--- config.mk ---
export PLATFORM = sky130hd
export DESIGN_NAME = rmc_top
export DESIGN_NICKNAME = d
export VERILOG_FILES = /design/src/shared/rmc_pkg.sv /design/src/design/rmc_pin_sync.sv /design/src/design/rmc_top.sv
export VERILOG_INCLUDE_DIRS = /design/src /design/src/shared
export SDC_FILE = /design/constraint.sdc
export NUM_CORES = 1
export LEC_CHECK = 0
export ABC_AREA = 1
export BUFFER_PORTS_ARGS = -buffer_cell sky130_fd_sc_hd__clkbuf_2
export CAP_MARGIN = 20
export CELL_PAD_IN_SITES_DETAIL_PLACEMENT = 1
export CELL_PAD_IN_SITES_GLOBAL_PLACEMENT = 1
export CORE_MARGIN = 1
export CORE_UTILIZATION = 35
export DETAILED_ROUTE_END_ITERATION = 7
export PLACE_DENSITY_LB_ADDON = 0.1
export SYNTH_ARGS = -nofsm -noshare
export SYNTH_HDL_FRONTEND = slang
export SYNTH_HIERARCHICAL = 1
export SYNTH_SLANG_ARGS = --single-unit
--- constraint.sdc ---
create_clock -name hclk -period 1.9 [get_ports hclk]
set_clock_uncertainty 0.15 [all_clocks]
set_input_delay 0.095 -clock hclk [delete_from_list [all_inputs] [get_ports hclk]]
set_output_delay 0.095 -clock hclk [all_outputs]
set_load 0.05 [all_outputs]
--- src/shared/rmc_consts.svh ---
// Contract
// - Pin port: six pin bits, reset zero
// - Direction bit one drives pin, zero input
// - Sleep strobe enters sleep, clears itself
// - Nine-bit wake count split over two registers
// - Hold bit keeps radio machine in reset
// - Transmit bit forces radio transmit state
// - Receive bit forces radio receive state
// - Decrypt strobe runs until engine reports done
// - Encrypt strobe runs until engine reports done
// - Slot two suite select, default none
// - Slot one suite select, default none
// - Rate bit selects high or standard rate
// - Invert bit flips received symbol sign
// - Assess method and sense level field layout
// - Method codes 11, 10, 01; 00 reserved
`ifndef RMC_CONSTS_SVH
`define RMC_CONSTS_SVH

// ==========================================
// Register indices (byte address = 4 * index)
`define RMC_IDX_PIN_LEVEL      8'h33
`define RMC_IDX_PIN_DIR        8'h34
`define RMC_IDX_SLEEP_WAKE     8'h35
`define RMC_IDX_RADIO_MODE     8'h36
`define RMC_IDX_SEC_CTRL2      8'h37
`define RMC_IDX_BB_RATE        8'h38
`define RMC_IDX_BB_INVERT      8'h39
`define RMC_IDX_BB_ASSESS      8'h3a

// ==========================================
// Field layout
`define RMC_PIN_COUNT          6
`define RMC_SLEEP_BIT          7
`define RMC_WAKE_HI_LSB        3
`define RMC_HOLD_BIT           2
`define RMC_TX_BIT             1
`define RMC_RX_BIT             0
`define RMC_DEC_BIT            7
`define RMC_ENC_BIT            6
`define RMC_SLOT2_LSB          3
`define RMC_SLOT1_LSB          0
`define RMC_TURBO_BIT          0
`define RMC_INVERT_BIT         2
`define RMC_METHOD_LSB         6
`define RMC_LEVEL_LSB          2
`define RMC_WAKE_WIDTH         9

// ==========================================
// Reset values
`define RMC_RST_PINS           6'h00
`define RMC_RST_WAKE           9'h000
`define RMC_RST_SUITE          3'h0
`define RMC_RST_METHOD         2'h1
`define RMC_RST_LEVEL          4'h2
`define RMC_METHOD_RESERVED    2'h0

`endif

--- src/shared/rmc_pkg.sv ---
package rmc_pkg;

  typedef enum logic [1:0] {
    RMC_RS_HOLD,
    RMC_RS_IDLE,
    RMC_RS_TX,
    RMC_RS_RX
  } rmc_radio_state_t;

  typedef enum logic [2:0] {
    RMC_SUITE_NONE,
    RMC_SUITE_CTR,
    RMC_SUITE_CCM128,
    RMC_SUITE_CCM64,
    RMC_SUITE_CCM32,
    RMC_SUITE_MAC128,
    RMC_SUITE_MAC64,
    RMC_SUITE_MAC32
  } rmc_suite_t;

  typedef enum logic [1:0] {
    RMC_CCA_RSVD,
    RMC_CCA_CARRIER,
    RMC_CCA_ENERGY,
    RMC_CCA_BOTH
  } rmc_cca_method_t;

endpackage : rmc_pkg

--- src/design/rmc_pin_sync.sv ---
`timescale 1ns/1ps
`include "rmc_consts.svh"

module rmc_pin_sync
  import rmc_pkg::*;
(
  input  wire logic                       hclk,
  input  wire logic                       hresetn,
  input  wire logic [`RMC_PIN_COUNT-1:0]  pin_async,
  output logic      [`RMC_PIN_COUNT-1:0]  pin_synced
);

  // ==========================================
  // Two-stage synchroniser per pin
  logic [`RMC_PIN_COUNT-1:0] stage_one;

  for (genvar i = 0; i < `RMC_PIN_COUNT; i++) begin : g_pin
    always_ff @(posedge hclk or negedge hresetn) begin
      if (!hresetn) begin
        stage_one[i]  <= 1'b0;
        pin_synced[i] <= 1'b0;
      end else begin
        stage_one[i]  <= pin_async[i];
        pin_synced[i] <= stage_one[i];
      end
    end
  end

endmodule : rmc_pin_sync

--- src/design/rmc_top.sv ---
// The AHB-Lite register port was chosen for this implementation.
`timescale 1ns/1ps
`include "rmc_consts.svh"

module rmc_top
  import rmc_pkg::*;
(
  input  wire logic                          hclk,
  input  wire logic                          hresetn,
  input  wire logic                          hsel,
  input  wire logic [31:0]                   haddr,
  input  wire logic [1:0]                    htrans,
  input  wire logic                          hwrite,
  input  wire logic [2:0]                    hsize,
  input  wire logic [31:0]                   hwdata,
  input  wire logic                          hready,
  output logic                               hreadyout,
  output logic                               hresp,
  output logic [31:0]                        hrdata,
  input  wire logic [`RMC_PIN_COUNT-1:0]     pin_level_in,
  output logic [`RMC_PIN_COUNT-1:0]          pin_level_out,
  output logic [`RMC_PIN_COUNT-1:0]          pin_level_oe,
  output logic                               sleep_entry_strobe,
  output logic [`RMC_WAKE_WIDTH-1:0]         osc_startup_count,
  output logic                               radio_fsm_hold,
  output logic                               force_transmit_state,
  output logic                               force_receive_state,
  output rmc_radio_state_t                   radio_state,
  input  wire logic                          ul_sec_done,
  output logic                               upper_layer_decrypt_go,
  output logic                               upper_layer_encrypt_go,
  output rmc_suite_t                         slot2_suite_select,
  output rmc_suite_t                         slot1_suite_select,
  output logic                               turbo_rate_select,
  output logic                               symbol_sign_invert,
  output rmc_cca_method_t                    channel_assess_method,
  output logic [3:0]                         carrier_sense_level
);

  // ==========================================
  // Bus address phase capture
  logic        addr_take;
  logic        wr_pend;
  logic        rd_pend;
  logic [7:0]  acc_idx;
  logic        acc_aligned;
  logic [7:0]  wdata;
  logic [7:0]  rd_value;
  logic [`RMC_PIN_COUNT-1:0] pin_synced;
  logic [`RMC_PIN_COUNT-1:0] pin_direction_bit;

  // hsize is not decoded: only whole-word transfers are issued
  assign addr_take = hsel && htrans[1] && hready;
  assign wdata     = hwdata[7:0];

  always_ff @(posedge hclk or negedge hresetn) begin
    if (!hresetn) begin
      wr_pend     <= 1'b0;
      rd_pend     <= 1'b0;
      acc_idx     <= 8'h00;
      acc_aligned <= 1'b0;
    end else begin
      if (hready) begin
        wr_pend <= addr_take && hwrite;
      end
      if (addr_take && !hwrite) begin
        rd_pend <= 1'b1;
      end else if (rd_pend && !hreadyout) begin
        rd_pend <= 1'b0;
      end
      if (addr_take) begin
        acc_idx     <= haddr[9:2];
        acc_aligned <= (haddr[1:0] == 2'h0) && (haddr[31:10] == 22'h0);
      end
    end
  end

  // Write data lands in the data phase; reads wait one cycle so a read that
  // follows a write always sees the committed value
  function automatic logic wr_hit(input logic [7:0] idx);
    return wr_pend && acc_aligned && (acc_idx == idx);
  endfunction : wr_hit

  // ==========================================
  // Bus response
  always_ff @(posedge hclk or negedge hresetn) begin
    if (!hresetn) begin
      hreadyout <= 1'b1;
      hresp     <= 1'b0;
      hrdata    <= 32'h0000_0000;
    end else begin
      hresp <= 1'b0;
      if (addr_take && !hwrite) begin
        hreadyout <= 1'b0;
      end else if (rd_pend && !hreadyout) begin
        hreadyout <= 1'b1;
        hrdata    <= {24'h00_0000, rd_value};
      end else begin
        hreadyout <= 1'b1;
      end
    end
  end

  // ==========================================
  // Pin port and direction
  rmc_pin_sync u_pin_sync (
    .hclk       (hclk),
    .hresetn    (hresetn),
    .pin_async  (pin_level_in),
    .pin_synced (pin_synced)
  );

  always_ff @(posedge hclk or negedge hresetn) begin
    if (!hresetn) begin
      pin_level_out     <= `RMC_RST_PINS;
      pin_direction_bit <= `RMC_RST_PINS;
      pin_level_oe      <= `RMC_RST_PINS;
    end else begin
      if (wr_hit(`RMC_IDX_PIN_LEVEL)) begin
        pin_level_out <= wdata[`RMC_PIN_COUNT-1:0];
      end
      if (wr_hit(`RMC_IDX_PIN_DIR)) begin
        pin_direction_bit <= wdata[`RMC_PIN_COUNT-1:0];
        pin_level_oe      <= wdata[`RMC_PIN_COUNT-1:0];
      end
    end
  end

  // ==========================================
  // Sleep strobe and wake count
  always_ff @(posedge hclk or negedge hresetn) begin
    if (!hresetn) begin
      sleep_entry_strobe <= 1'b0;
    end else begin
      sleep_entry_strobe <= wr_hit(`RMC_IDX_SLEEP_WAKE) && wdata[`RMC_SLEEP_BIT];
    end
  end

  always_ff @(posedge hclk or negedge hresetn) begin
    if (!hresetn) begin
      osc_startup_count <= `RMC_RST_WAKE;
    end else begin
      if (wr_hit(`RMC_IDX_SLEEP_WAKE)) begin
        osc_startup_count[6:0] <= wdata[6:0];
      end
      if (wr_hit(`RMC_IDX_RADIO_MODE)) begin
        osc_startup_count[8:7] <= wdata[`RMC_WAKE_HI_LSB+:2];
      end
    end
  end

  // ==========================================
  // Radio mode control and radio state machine
  rmc_radio_state_t next_radio_state;

  always_ff @(posedge hclk or negedge hresetn) begin
    if (!hresetn) begin
      radio_fsm_hold       <= 1'b0;
      force_transmit_state <= 1'b0;
      force_receive_state  <= 1'b0;
    end else if (wr_hit(`RMC_IDX_RADIO_MODE)) begin
      radio_fsm_hold       <= wdata[`RMC_HOLD_BIT];
      force_transmit_state <= wdata[`RMC_TX_BIT];
      force_receive_state  <= wdata[`RMC_RX_BIT];
    end
  end

  // Transmit wins when both force bits are set
  always_comb begin
    next_radio_state = radio_state;
    case (radio_state)
      RMC_RS_HOLD, RMC_RS_IDLE, RMC_RS_TX, RMC_RS_RX: begin
        if (radio_fsm_hold) begin
          next_radio_state = RMC_RS_HOLD;
        end else if (force_transmit_state) begin
          next_radio_state = RMC_RS_TX;
        end else if (force_receive_state) begin
          next_radio_state = RMC_RS_RX;
        end else begin
          next_radio_state = RMC_RS_IDLE;
        end
      end
      default: begin
        next_radio_state = RMC_RS_HOLD;
      end
    endcase
  end

  always_ff @(posedge hclk or negedge hresetn) begin
    if (!hresetn) begin
      radio_state <= RMC_RS_IDLE;
    end else begin
      radio_state <= next_radio_state;
    end
  end

  // ==========================================
  // Upper-layer security strobes and slot suites
  logic dec_set;
  logic enc_set;

  assign dec_set = wr_hit(`RMC_IDX_SEC_CTRL2) && wdata[`RMC_DEC_BIT];
  assign enc_set = wr_hit(`RMC_IDX_SEC_CTRL2) && wdata[`RMC_ENC_BIT];

  always_ff @(posedge hclk or negedge hresetn) begin
    if (!hresetn) begin
      upper_layer_decrypt_go <= 1'b0;
      upper_layer_encrypt_go <= 1'b0;
    end else begin
      // decrypt held until done; set wins
      if (dec_set) begin
        upper_layer_decrypt_go <= 1'b1;
      end else if (ul_sec_done) begin
        upper_layer_decrypt_go <= 1'b0;
      end
      // encrypt held until done; set wins
      if (enc_set) begin
        upper_layer_encrypt_go <= 1'b1;
      end else if (ul_sec_done) begin
        upper_layer_encrypt_go <= 1'b0;
      end
    end
  end

  always_ff @(posedge hclk or negedge hresetn) begin
    if (!hresetn) begin
      slot2_suite_select <= rmc_suite_t'(`RMC_RST_SUITE);
      slot1_suite_select <= rmc_suite_t'(`RMC_RST_SUITE);
    end else if (wr_hit(`RMC_IDX_SEC_CTRL2)) begin
      slot2_suite_select <= rmc_suite_t'(wdata[`RMC_SLOT2_LSB+:3]);
      slot1_suite_select <= rmc_suite_t'(wdata[`RMC_SLOT1_LSB+:3]);
    end
  end

  // ==========================================
  // Baseband controls
  always_ff @(posedge hclk or negedge hresetn) begin
    if (!hresetn) begin
      turbo_rate_select     <= 1'b0;
      symbol_sign_invert    <= 1'b0;
      channel_assess_method <= rmc_cca_method_t'(`RMC_RST_METHOD);
      carrier_sense_level   <= `RMC_RST_LEVEL;
    end else begin
      if (wr_hit(`RMC_IDX_BB_RATE)) begin
        turbo_rate_select <= wdata[`RMC_TURBO_BIT];
      end
      if (wr_hit(`RMC_IDX_BB_INVERT)) begin
        symbol_sign_invert <= wdata[`RMC_INVERT_BIT];
      end
      if (wr_hit(`RMC_IDX_BB_ASSESS)) begin
        if (wdata[`RMC_METHOD_LSB+:2] != `RMC_METHOD_RESERVED) begin
          channel_assess_method <= rmc_cca_method_t'(wdata[`RMC_METHOD_LSB+:2]);
        end
        carrier_sense_level <= wdata[`RMC_LEVEL_LSB+:4];
      end
    end
  end

  // ==========================================
  // Read mux
  always_comb begin
    rd_value = 8'h00;
    if (acc_aligned) begin
      // reserved bits and strobes read zero
      case (acc_idx)
        `RMC_IDX_PIN_LEVEL: begin
          for (int i = 0; i < `RMC_PIN_COUNT; i++) begin
            rd_value[i] = pin_direction_bit[i] ? pin_level_out[i] : pin_synced[i];
          end
        end
        `RMC_IDX_PIN_DIR:    rd_value = {2'h0, pin_direction_bit};
        `RMC_IDX_SLEEP_WAKE: rd_value = {1'b0, osc_startup_count[6:0]};
        `RMC_IDX_RADIO_MODE: rd_value = {3'h0, osc_startup_count[8:7], radio_fsm_hold,
                                         force_transmit_state, force_receive_state};
        `RMC_IDX_SEC_CTRL2:  rd_value = {2'h0, slot2_suite_select, slot1_suite_select};
        `RMC_IDX_BB_RATE:    rd_value = {7'h00, turbo_rate_select};
        `RMC_IDX_BB_INVERT:  rd_value = {5'h00, symbol_sign_invert, 2'h0};
        `RMC_IDX_BB_ASSESS:  rd_value = {channel_assess_method, carrier_sense_level, 2'h0};
        default:             rd_value = 8'h00;
      endcase
    end
  end
endmodule : rmc_top

* After elaboration in Yosys (flattened, before gate mapping)
Index checks and enable logic that the tools add are counted.
** Storage, ports and cells
- Register bits after elaboration :: 75
- Output and inout port bits :: 77
** Operators by class
- Bitwise logic cells :: 1
- Mux-type cells :: 19
- Equal/unequal tests :: 11
- Reduce and logical (&&, ||, !) cells :: 30
** Operator list (count)
- 8-bit by 6-bit == test with 1-bit output, second input constant :: 8
- 6-bit case mux with 8 select lines :: 1
- 22-bit zero test :: 1
- 1-bit logical AND :: 18
- 1-bit 2-to-1 mux :: 12
- 2-bit 2-to-1 mux :: 4
- 8-bit 2-to-1 mux :: 1
- 2-bit nonzero test :: 4
- 2-bit == test, second input constant :: 2
- 2-bit zero test :: 2
- 2-bit case mux with 2 select lines :: 1
- 2-bit AND reduction :: 2
- 4-bit OR reduction :: 1
- 2-bit by 1-bit == test with 1-bit output, second input constant :: 1
- 1-bit zero test :: 2
- 1-bit inverter :: 1

* Logic depth before layout (Yosys ltp)
Gate-level depths: netlist of run 1.
- Depth after elaboration :: 5
- Gate-level depth with buffers :: 11

* Hierarchy
Netlist of run 1, hierarchy kept.
** By module, submodules not included
- rmc_top :: instances 1, area an instance 3394.5 µm², cells each 370, seq. area each 1581.5 µm²
- rmc_pin_sync :: instances 1, area an instance 300.3 µm², cells each 12, seq. area each 300.3 µm²

* Worst setup path before layout of run 1
No wires, ideal clock.
- Path type :: reg-to-reg
- Start point :: reg acc_idx[3]
- End point :: reg slot1_suite_select[0]
- Path slack :: 0.325 ns
- Required time :: 1.625 ns
- Clock period less this slack :: 1.575 ns
- Arrival :: 1.300 ns
- Cell stages (with the launch flop) :: 7
- Setup time :: 0.125 ns
- Cell sequence :: dfrtp_1 -> inv_1 -> nand2_4 -> nor2_4 -> nand2_4 -> nor2_8 -> mux2_4
** Between the ends
- Cells in the longest elaborated chain, start to end :: 2
** Ends and longest elaborated chain
- start, declared :: line rmc_top.sv:45 : logic [7:0] acc_idx;
- start signal, assigned :: line rmc_top.sv:72 : acc_idx <= haddr[9:2];
- 8-bit by 6-bit == test with 1-bit output :: line rmc_top.sv:81 : return wr_pend && acc_aligned && (acc_idx == idx);
- 1-bit logical AND :: line rmc_top.sv:81
- end signal, assigned :: line rmc_top.sv:228 : slot1_suite_select <= rmc_suite_t'(`RMC_RST_SUITE);
- end signal, assigned :: line rmc_top.sv:231 : slot1_suite_select <= rmc_suite_t'(wdata[`RMC_SLOT1_LSB+:3]);
- end, declared :: line rmc_top.sv:33 : output rmc_suite_t slot1_suite_select,
Every way passes these cells.
A chain may end at the register's enable or synchronous reset.

* Worst setup path in the final report of run 1
- Start point :: in haddr[25]
- End point :: reg acc_aligned
** Between the ends
- Cells in the longest elaborated chain, start to end :: 2
** Ends and longest elaborated chain
- start, declared :: line rmc_top.sv:11 : input wire logic [31:0] haddr,
- 22-bit zero test :: line rmc_top.sv:73 : acc_aligned <= (haddr[1:0] == 2'h0) && (haddr[31:10] == 22'h0);
- 1-bit logical AND :: line rmc_top.sv:73
- end signal, assigned :: line rmc_top.sv:73
- end, declared :: line rmc_top.sv:46 : logic acc_aligned;
Every way passes these cells.

==> metrics.md, run 1 <==
| Metric | Value |
|---|---|
| Status | `finished clean` |
| All-Layer GR Usage | `19.6%` |
| Worst path most repeated cell | `dlygate4sd3_1` |
| Slowest stage cell, crit path | `dlygate4sd3_1` |
| Number of CTS-inserted buffers | `9` |
| CTS H-tree depth | `3` |
| Number of DRC markers in iteration 0 | `63` |
| Setup crit end kind | `register` |
| Non-Filler Instances | `687` |
| # diodes | `0` |
| Simple-gate share of the synthesized area | `26.3%` |
| Via Count | `3127` |
| Synth warn | `6` |
| Post-route cell area | `4980 sq um` |
| Synth area leader | `dfrtp_1` |
| Layout Utilization | `48.5%` |
| CTS Root Cell | `clkbuf_8` |
| Startpoint types | `input pin` |
| TritonCTS Sinks | `75` |
| Placed Area | `4360 sq um` |
| WL/cell | `14.9 microns` |
| Crit-path max FO | `1` |
| Clock Latency Late Sink | `0.36 ns` |
| Area delta synth->final | `34.9%` |
| Routability cong. | `0.713` |
| First-pass GRT wire length | `16.4 mm` |
| Seq/Total Area, Yosys | `50.9%` |
| Fin nets | `627` |
| Layout fillers | `1246` |
| Vias per cell | `4.55` |
| Antenna-violating nets left | `0` |
| FF+latch count, synth | `75` |
| Synth Area in Compound Gates | `4.67%` |
| Mean Syn Cell Area | `9.67 sq um` |
| Clock transition at the registers of the reported paths | `0.08 ns` |
| Pin count of the biggest net entering global routing | `31` |
| Max Used Layer | `met4` |
| CP Data Required Time | `2.02 ns` |
| Rows | `37` |
| Max Cap Violations | `0` |
| Area of the multi-input gates | `1520 sq um` |
| Period utilization | `96.4%` |
| Area contributors post-synth | `dfrtp_1 48%, nand2_1 9.9%, buf_4 5.1%` |
| P_leak | `2.71 nW` |
| Clk buf depth | `2` |
| Placed Cells | `629` |
| Mapped cell area | `3690 sq um` |
| Seq pwr share | `48.3%` |
| Largest family of logic cells by synthesized area | `simple AND/OR/NAND/NOR gates` |
| Clock group share of total power | `36.6%` |
| WL met1 | `4.41 mm` |
| Adder-cell share of the synthesized area | `0%` |
| Share of cells above drive strength 1 | `33.4%` |
| WS Path Type | `input pin to register` |
| # setup viols final | `0` |
| P_int | `2.49 mW` |
| HP Class | `input pin to register` |
| Sw Share | `28.0%` |
| Sequential cell area | `1880 sq um` |
| Vias in the first global route | `3179` |
| Psw | `0.967 mW` |
| Comb pwr share | `15.1%` |
| Post-synthesis mux area share | `7.72%` |
| Met3 routed WL | `413 microns` |
| Power Total | `3.46 mW` |
| Setup TNS | `0 ns` |
| Die Y | `105 microns` |
| Final hold violations | `0` |
| Io pins | `158` |
| Power Density | `694 nW/um^2` |
| Starting density of the core | `36.0%` |
| Post-synth top area share | `48.1%` |
| Die width | `105 microns` |
| Core area | `10300 sq um` |
| Distinct cells, synth | `31` |
| Peak VDD IR | `0.435 mV` |
| Worst path max stage delay | `0.60 ns` |
| Max-slew violations | `0` |
| Final WL | `10.2 mm` |
| Met2 wire len | `5.15 mm` |
| CTS tree | `yes` |
| Initial antenna violation count | `0` |
| Overflow after GRT | `0` |
| Number of I/O port buffers | `104` |
| Minimum clock period | `1.83 ns` |
| DRT Pass-1 Iters | `4` |
| Xor/xnor share of the synthesized area | `0%` |
| WP data arrival | `1.95 ns` |
| F_max | `0.546 GHz` |
| Drc violations | `0` |
| Worst path cell trace | `dlygate4sd3_1 > clkbuf_2 > nor4_1 > dlygate4sd3_1 > nand3_1 > o21ai_0` |
| Cells after synthesis | `382` |
| Post-DP HPWL | `7.18 mm` |
| Die footprint | `11000 sq um` |
cell usage after synthesis:
library cell,instances
nand2_4,5
o21ai_2,2
nor2_8,3
nand2_1,97
clkinv_1,1
mux2_4,10
a21oi_1,1
dfrtp_1,71
dfstp_2,4
nand3_1,34
nor2_4,10
buf_8,2
buf_2,1
mux2_1,9
nor4_1,4
clkbuf_1,1
buf_4,25
and3b_1,1
nor3_4,1
nand2_2,3
o21ai_1,5
nor2_1,19
nor3_1,1
o21ai_0,25
mux2_2,3
nand4_1,2
buf_6,2
inv_2,2
conb_1,1
inv_1,32
nand3_2,5
worst max-delay path: cells and delay by family:
family          cells  cell delay [ns]
buf+inv             3             1.25
simple gates        2             0.40
compound gates      1             0.20
flip-flops by register name, indices dropped and copies added, names as in the netlist, 4 cells and up:
register and cells:
acc_idx 8, carrier_sense_level 4, hrdata 8, osc_startup_count 9, pin_direction_bit 6, pin_level_out 6
u_pin_sync/pin_synced 6, u_pin_sync/stage_one 6
final timing paths:
path                                            endpoint                    start  slack (ns)  cells past startpoint
worst max-delay path                         acc_aligned                haddr[25]        0.07                      6
worst min-delay path                         acc_aligned                 haddr[0]        0.04                      5
worst max register to register        symbol_sign_invert               acc_idx[7]        0.10                      8
worst min register to register  u_pin_sync/pin_synced[2]  u_pin_sync/stage_one[2]        0.20                      0
max in group asynchronous           osc_startup_count[1]                  hresetn        0.94                      3
min in group asynchronous           osc_startup_count[6]                  hresetn        0.05                      2
metal layers:
layer,up-vias,global-route usage (%)
met1,1515,23.9
met5,-,0
met3,17,4.12
met4,0,8.05
li1,1514,-
met2,81,33.6
kinds of logic after synthesis:
| group | Yosys count |
|---|---|
| mux | 22 |
| compound gates | 33 |
| simple gates | 185 |
| buf+inv | 66 |
| flops | 75 |
| other cells | 1 |
power by group through the flow:
| stage | logic, mW | clock network, mW | registers [mW] |
|---|---|---|---|
| 6_report | 0.521 | 1.27 | 1.67 |
| 5_1_grt | 0.564 | 1.36 | 1.68 |
| 4_1_cts | 0.517 | 1.32 | 1.67 |
| 3_5_place_dp | 0.450 | 0 | 1.70 |
| 3_3_place_gp | 0.441 | 0 | 1.70 |
| 2_1_floorplan | 0.317 | 0 | 1.71 |
layout by cell type, fill, tap and decap left out, drive strengths merged:
master         n
clkbuf       115
nand2        105
dfrtp         71
dlygate4sd3   40
nand3         39
inv           33
o21ai         32
nor2          32
conb          25
mux2          22
buf           17
nor4           4
dfstp          4
clkinvlp       3
nand4          2
nor3           2
clkinv         2
a21oi          1
and3b          1
bufinv         1
through the flow:
step | setup WS, ns | hold slack (ns)
after floorplan | 0.325 | -0.351
after global placement | 0.154 | -0.108
after detailed placement | 0.107 | -0.104
final | 0.0691 | 0.0375
after CTS | 0.0877 | 0.00638
after global routing | -0.0163 | 0.0730
final cells by class:
type	count	share of cell area [%]
timing repair buffer	160	21.4
sequential	75	37.8
inverter	35	2.71
multi-input combinational	265	30.6
clock buffer	12	3.11
tap	136	3.41
clock inverter	4	1.00
what timing repair did:
action | CTS | global route
setup endpoints to repair | 0 | 3
hold buffers | 40 | 0
buffers inserted | 0 | 2
endpoints found under the hold margin | 133 | 0
gates resized for setup | 0 | 1
Note: power is estimated with default switching activity, not from simulation.
==> run 2, diff against run 1 <==
Clock period 1.9 ns to 1.8 ns, I/O delays scaled along.
==> run 2 against run 1 <==
Against the previous run: non-clock buffer count rose by 5; count of clock-buffer cells in the layout did not move; combinational power rose by 8.1%; final cell count rose by 0.73%; global-route usage rose by 0.31 points; sequential power rose by 6%; sequential share of layout area fell by 0.94 points; register-to-register slack got worse by 0.08 ns; clock power rose by 29%; critical endpoint is now osc_startup_count[3].
==> metrics.md, run 2 (synthesized netlist as in run 1, its figures left out) <==
| Metric | Value |
|---|---|
| Status | `finished clean` |
| Via Count | `3130 (+0.096%)` |
| Setup crit end kind | `register` |
| RSZ-0062 raised after global routing | `true` |
| Sequential cell area | `1880 sq um (unchanged)` |
| Period utilization | `98.8%` |
| Non-Filler Instances | `692 (+0.73%)` |
| Commonest non-fill, non-tap cells in the layout | `103 x clkbuf_2, 96 x nand2_1, 71 x dfrtp_1` |
| Die footprint | `11000 sq um (unchanged)` |
| Clock transition at the registers of the reported paths | `0.08 ns (about the same)` |
| Pin count of the biggest net entering global routing | `76 (+150%)` |
| Crit-path max FO | `10 (+9)` |
| R2r endpoint | `osc_startup_count[3]` |
| Clk buf depth | `2 (unchanged)` |
| Met1 usage | `25.1% (+1.2 points)` |
| Top Registers | `osc_startup_count x9, acc_idx x8, hrdata x8` |
| Share of cells above drive strength 1 | `34.5% (+1.1 points)` |
| Clock Latency Late Sink | `0.35 ns (about the same)` |
| Die Y | `105 microns (unchanged)` |
| All-Layer GR Usage | `19.9% (+0.31 points)` |
| HP Class | `input pin to register` |
| Worst path cell trace | `inv_1 > nand2_2 > nor2_4 > buf_4 > nand2_2 > nor2_8 > mux2_4` |
| Worst path max stage delay | `0.38 ns (-0.22 ns)` |
| Setup slack, reg-to-reg | `0.02 ns (-0.08 ns)` |
| Slowest stage cell, crit path | `dfrtp_1` |
| Register with the most flip-flops | `osc_startup_count` |
| Area of the multi-input gates | `1530 sq um (+0.41%)` |
| Most common cell after layout, fill and taps aside | `clkbuf_2` |
| F_max | `0.562 GHz` |
| CP Data Required Time | `1.89 ns (-0.13 ns)` |
| Die width | `105 microns (unchanged)` |
| # diodes | `0 (unchanged)` |
| Peak VDD IR | `0.325 mV (-25%)` |
| # setup viols final | `0 (unchanged)` |
| Hold EP | `acc_aligned` |
| CTS H-tree depth | `3 (unchanged)` |
| Dpl ws | `0.0398 ns (-0.0667 ns)` |
| Vias in the first global route | `3262 (+2.6%)` |
| Minimum clock period | `1.78 ns` |
| Final hold violations | `0 (unchanged)` |
| Top Family by Delay on Critical Path | `simple AND/OR/NAND/NOR gates` |
| Post-DP HPWL | `7.06 mm (-1.6%)` |
| DRT Pass-1 Iters | `6 (+2)` |
| Largest register FFs | `9 (unchanged)` |
| Starting density of the core | `36.0% (unchanged)` |
| Io pins | `158 (unchanged)` |
| Number of I/O port buffers | `104 (unchanged)` |
| Vias per cell | `4.52 (-0.63%)` |
| Max Cap Violations | `0 (unchanged)` |
| CTS tree | `yes` |
| WS Path Type | `register to register` |
| Final WL | `10.4 mm (+1.6%)` |
| P_leak | `2.77 nW (+2.3%)` |
| Routability cong. | `0.738 (+3.5%)` |
| Initial antenna violation count | `0 (unchanged)` |
| Area delta synth->final | `38.3%` |
| Hold Path Origin | `haddr[0]` |
| CTS Root Cell | `clkbuf_8` |
| WP buf/inv | `2 (-1)` |
| Overflow after GRT | `0 (unchanged)` |
| Antenna-violating nets left | `0 (unchanged)` |
| Power Density | `777 nW/um^2 (+12%)` |
| TritonCTS Sinks | `75 (unchanged)` |
| Rows | `37 (unchanged)` |
| Gr busiest metal | `met2` |
| First-pass GRT wire length | `16.7 mm (+2.3%)` |
| Min setup slack post-route | `0.0214 ns (-0.0477 ns)` |
| Layout fillers | `1236 (-0.80%)` |
| Max-slew violations | `0 (unchanged)` |
| Global Route met3 Usage | `3.37% (-0.75 points)` |
| Startpoint types | `register` |
| Hold Crit Depth | `5 (unchanged)` |
| Depth of the most critical reg-to-reg path | `7 (-1)` |
| Placed Cells | `628 (-0.16%)` |
| Fin nets | `632 (+0.80%)` |
| Drc violations | `0 (unchanged)` |
| WL/cell | `15.0 microns (+0.83%)` |
| Number of CTS-inserted buffers | `9 (unchanged)` |
| WP data arrival | `1.87 ns (-0.08 ns)` |
| Number of DRC markers in iteration 0 | `48 (-24%)` |
| Core area | `10300 sq um (unchanged)` |
| FF-to-FF Start | `acc_idx[6]` |
| Met2 usage | `34.8% (+1.2 points)` |
| Worst path most repeated cell | `nand2_2` |
-- run 2: cell count changes in the layout (fill, tap and decap cells not counted) --
cell	change
bufinv_16	+2
nand2_1	-1
clkinvlp_4	-1
clkbuf_16	+1
inv_1	-1
buf_4	+2
inv_4	+1
nand2_2	+1
clkinv_2	-1
buf_12	+1
buf_6	+1
o21ai_2	+1
o21ai_1	-1
-- run 2: worst max-delay path by stage --
| stage | cells past startpoint | slack [ns] | to | startpoint |
|---|---|---|---|---|
| 6_report | 7 | 0.02 | osc_startup_count[3] | acc_idx[6] |
| 5_1_grt | 7 | -0.05 | osc_startup_count[2] | acc_idx[6] |
| 4_1_cts | 11 | 0.02 | hrdata[1] | acc_idx[6] |
| 3_5_place_dp | 7 | 0.04 | pin_direction_bit[3] | acc_idx[6] |
| 3_3_place_gp | 7 | 0.06 | pin_direction_bit[3] | acc_idx[6] |
| 2_1_floorplan | 6 | 0.23 | slot1_suite_select[0] | acc_idx[3] |
-- run 2: what timing repair did --
action | 4_1_cts | 5_1_grt
resized for setup | 0 | 9
setup buffers | 0 | 7
endpoints found under the setup margin | 0 | 19
hold endpoints to repair | 134 | 0
hold buffers | 40 | 0
-- run 2: cell type report --
cell class,count,area share (%)
Clock buffer,12,3.04
Clock inverter,4,1.91
Inverter,35,2.69
Multi-Input combinational cell,265,29.9
Sequential cell,75,36.8
Tap cell,136,3.33
Timing Repair Buffer,165,22.3
-- run 2: worst reg2reg max path, delay by kind of cell, from the launching register on --
kind	cells	cell delay, ns
AND/OR/NAND/NOR	4	0.58
flip-flops	1	0.38
multiplexers	1	0.33
buffers and inverters	2	0.23
-- run 2: per-stage QoR --
stage,setup TNS (ns),util (%),power (mW),cell area [sq um],hold WS (ns)
after detailed placement,0,42.3,2.27,4350,-0.00241
after floorplan,0,-,2.14,3780,-0.356
after global placement,0,42.3,2.26,4350,-0.00589
after CTS,0,48.7,3.98,5000,0.00545
after global routing,-0.390,49.7,4.13,5110,0.0192
final,0,49.7,3.97,5110,0.00745
-- run 2: routing by layer --
metal	vias up	wire (microns)
li1	1519	-
met1	1529	4590
met2	74	5310
met3	8	370
met4	0	97
met5	-	0
-- run 2: report_power, final --
group | switching [mW] | internal, mW
Sequential | 0.0290 | 1.74
Clock | 0.646 | 0.998
Combinational | 0.370 | 0.193
Total | 1.05 | 2.93
==> run 3, diff against run 2 <==
--- a/config.mk
+++ b/config.mk
@@ -11,6 +11,6 @@
 export CAP_MARGIN = 20
-export CELL_PAD_IN_SITES_DETAIL_PLACEMENT = 1
-export CELL_PAD_IN_SITES_GLOBAL_PLACEMENT = 1
+export CELL_PAD_IN_SITES_DETAIL_PLACEMENT = 2
+export CELL_PAD_IN_SITES_GLOBAL_PLACEMENT = 2
 export CORE_MARGIN = 1
-export CORE_UTILIZATION = 35
+export CORE_UTILIZATION = 27
 export DETAILED_ROUTE_END_ITERATION = 7
@@ -19,3 +19,2 @@
 export SYNTH_HDL_FRONTEND = slang
-export SYNTH_HIERARCHICAL = 1
 export SYNTH_SLANG_ARGS = --single-unit
--- a/constraint.sdc
+++ b/constraint.sdc
@@ -4,2 +4,2 @@
 set_output_delay 0.09 -clock hclk [all_outputs]
-set_load 0.05 [all_outputs]
+set_load 0.02 [all_outputs]
==> run 3 against run 2 <==
Against the previous run: critical path depth increased by 3; sequential share of layout area down 1.3 points; critical endpoint is now channel_assess_method[0]; largest power group unchanged; count of clock-buffer cells in the layout is 2 higher.
==> metrics.md, run 3 <==
| Metric | Value |
|---|---|
| WS Path Type | `register to register` |
| Xor/xnor share of the synthesized area | `0% (unchanged)` |
| Final hold violations | `0 (unchanged)` |
| # setup viols final | `0 (unchanged)` |
| Synth warn | `0 (-6)` |
| Adder-cell share of the synthesized area | `0% (unchanged)` |
| HP Class | `input pin to register` |
| CP Launch Point | `acc_idx[7]` |
| Area contributors post-synth | `dfrtp_1 48%, nand2_1 9.9%, buf_4 5.1%` |
| Rows | `42 (+14%)` |
| Via Count | `3216 (+2.7%)` |
| Share of cells above drive strength 1 | `36.2% (+1.7 points)` |
| Most common cell after layout, fill and taps aside | `clkbuf_2` |
| P_int | `2.96 mW (+0.97%)` |
| Initial antenna violation count | `0 (unchanged)` |
| Post-synth top cells | `97 x nand2_1, 71 x dfrtp_1, 34 x nand3_1, 32 x inv_1` |
| Die footprint | `14200 sq um (+29%)` |
| Comb pwr share | `13.1% (-1.1 points)` |
| Pin count of the biggest net entering global routing | `46 (-39%)` |
| Max-slew violations | `0 (unchanged)` |
| Met2 wire len | `6.21 mm (+17%)` |
| CTS H-tree depth | `3 (unchanged)` |
| Die width | `119 microns (+14%)` |
| Status | `finished clean` |
| Power Total | `4.00 mW (+0.60%)` |
| Drc violations | `0 (unchanged)` |
| All-Layer GR Usage | `17.8% (-2.1 points)` |
| Vias per cell | `4.35 (-3.8%)` |
| Depth of the most critical reg-to-reg path | `10 (+3)` |
| Die Y | `119 microns (+14%)` |
| DRT Pass-1 Iters | `4 (-2)` |
| Overflow after GRT | `0 (unchanged)` |
| Antenna-violating nets left | `0 (unchanged)` |
| WP data arrival | `1.91 ns (+0.04 ns)` |
| First-pass GRT wire length | `18.9 mm (+13%)` |
| RSZ-0062 raised after global routing | `true` |
| Starting density of the core | `27.8% (-8.2 points)` |
| Distinct cells, synth | `31 (unchanged)` |
| Count leader, synth | `nand2_1` |
| Area delta synth->final | `43.4%` |
| Hold WS | `0.0650 ns (+0.0576 ns)` |
| Simple-gate share of the synthesized area | `26.3% (unchanged)` |
| CTS tree | `yes` |
| WL/cell | `16.2 microns (+8.0%)` |
| P_leak | `2.86 nW (+3.1%)` |
| Max Used Layer | `met4` |
| Setup crit end kind | `register` |
| Power Density | `754 nW/um^2 (-3.0%)` |
| Clock transition at the registers of the reported paths | `0.06 ns (-0.02 ns)` |
| Io pins | `158 (unchanged)` |
| Number of DRC markers in iteration 0 | `66 (+38%)` |
| Largest register FFs | `9 (unchanged)` |
| Number of I/O port buffers | `104 (unchanged)` |
| Number of CTS-inserted buffers | `9 (unchanged)` |
| Post-DP HPWL | `8.37 mm (+18%)` |
| FF-to-FF Start | `acc_idx[7]` |
| Psw | `1.04 mW (-0.45%)` |
| Largest family of logic cells by synthesized area | `simple AND/OR/NAND/NOR gates` |
| Final WL | `12.0 mm (+15%)` |
| Crit-path max FO | `5 (-5)` |
| Period utilization | `99.4% (+0.55 points)` |
| CTS Root Cell | `clkbuf_16` |
| Routability cong. | `0.732 (-0.77%)` |
| Commonest non-fill, non-tap cells in the layout | `103 x clkbuf_2, 94 x nand2_1, 71 x dfrtp_1` |
| Slowest stage cell, crit path | `dfrtp_1` |
| Startpoint types | `register` |
| TritonCTS Sinks | `75 (unchanged)` |
| FF+latch count, synth | `75 (unchanged)` |
| Post-synth EDFFs | `0 (unchanged)` |
| Seq/Total Area, Yosys | `50.9% (unchanged)` |
| Synth area leader | `dfrtp_1` |
| Mean Syn Cell Area | `9.67 sq um (unchanged)` |
| Worst path max stage delay | `0.37 ns (about the same)` |
| Cells after synthesis | `382 (unchanged)` |
| CP Data Required Time | `1.92 ns (+0.03 ns)` |
| WL met1 | `5.18 mm (+13%)` |
| Core area | `13300 sq um (+29%)` |
| Layout Utilization | `39.9% (-9.9 points)` |
| Asr flop ratio synth | `100% (unchanged)` |
| Critical path endpoint | `channel_assess_method[0]` |
| Vias in the first global route | `3498 (+7.2%)` |
| Post-synthesis mux area share | `7.72% (unchanged)` |
| Met3 routed WL | `329 microns (-11%)` |
| Synth Area in Compound Gates | `4.67% (unchanged)` |
| R2r endpoint | `channel_assess_method[0]` |
| Clk buf depth | `2 (unchanged)` |
| Setup slack, reg-to-reg | `0.01 ns (about the same)` |
| Minimum clock period | `1.79 ns (+0.00986 ns)` |
| Worst path cell trace | `inv_2 > nand2_2 > nor2_4 > buf_12 > buf_12 > nand2_4 > nor2_4 > inv_4 > o21ai_2 > nand2_1` |
| Clock group share of total power | `42.7% (+1.3 points)` |
| Clock Latency Late Sink | `0.34 ns (about the same)` |
| Top Registers | `osc_startup_count x9, acc_idx x8, hrdata x8` |
| Post-synth top area share | `48.1% (unchanged)` |
| Peak VDD IR | `0.446 mV (+37%)` |
| Setup TNS | `0 ns (unchanged)` |
| Seq pwr share | `44.3% (about the same)` |
| Sw Share | `26.0% (-0.27 points)` |
| Ys flop type | `dfrtp_1` |
| Max Cap Violations | `0 (unchanged)` |
| # diodes | `0 (unchanged)` |
| F_max | `0.559 GHz (-0.55%)` |
| Register with the most flip-flops | `osc_startup_count` |
| Mapped cell area | `3690 sq um (unchanged)` |
| Fin nets | `639 (+1.1%)` |
-- run 3: cell type report --
cell class | count | area, sq um
clock buffers | 14 | 264
inverters | 35 | 134
well taps | 176 | 220
multi-input cells | 265 | 1560
fillers | 1485 | 8000
flip-flops and latches | 75 | 1880
clock inverters | 2 | 10.0
repair buffers | 172 | 1230
-- run 3: how the worst min path moves through the flow --
stage | startpoint | to | slack [ns] | cells after the start
2_1_floorplan | hresetn | acc_aligned | -0.36 | 0
3_3_place_gp | hresetn | pin_level_out[1] | -0.07 | 2
3_5_place_dp | hresetn | pin_direction_bit[1] | -0.06 | 2
4_1_cts | haddr[1] | acc_aligned | 0.07 | 5
5_1_grt | haddr[0] | acc_aligned | 0.10 | 5
6_report | haddr[1] | acc_aligned | 0.07 | 5
-- run 3: layer usage --
| layer | vias up | GRT usage, % |
|---|---|---|
| met1 | 1597 | 21.5 |
| met5 | - | 0 |
| met2 | 70 | 31.0 |
| met3 | 14 | 2.97 |
| met4 | 0 | 7.67 |
| li1 | 1535 | - |
-- run 3: what timing repair did --
| item | CTS | global route |
|---|---|---|
| gates resized for setup | 0 | 14 |
| setup endpoints to repair | 0 | 20 |
| setup buffers | 0 | 8 |
| hold buffers | 38 | 0 |
| hold endpoints to repair | 134 | 0 |
-- run 3: worst max-delay path: cells and delay by family (launching register included) --
kind	cells	cell delay, ns
AOI/OAI and AO/OA	1	0.13
buffers and inverters	4	0.44
DFF	1	0.37
and+or+nand+nor	5	0.63
-- run 3: stage by stage --
step                      area [sq um]  setup WS [ns]  cells
after floorplan                   3780          0.225    406
after global placement            4470         0.0657    675
after detailed placement          4470         0.0338    675
after CTS                         5120         0.0224    729
after global routing              5300        -0.0684    739
final                             5300         0.0116    739
-- run 3: power groups by stage --
stage,clock (mW),combinational [mW],sequential [mW]
floorplan,0,0.266,1.79
global placement,0,0.409,1.79
detailed placement,0,0.418,1.80
CTS,1.76,0.487,1.77
global route,1.83,0.573,1.77
finish,1.70,0.522,1.77
-- run 3: kinds of logic (layout without fill, tap and decap cells) --
group	after synthesis	after routing
AOI/OAI and AO/OA	33	33
DFF	75	75
other	1	25
muxes	22	22
buffers and inverters	66	223
and+or+nand+nor	185	185
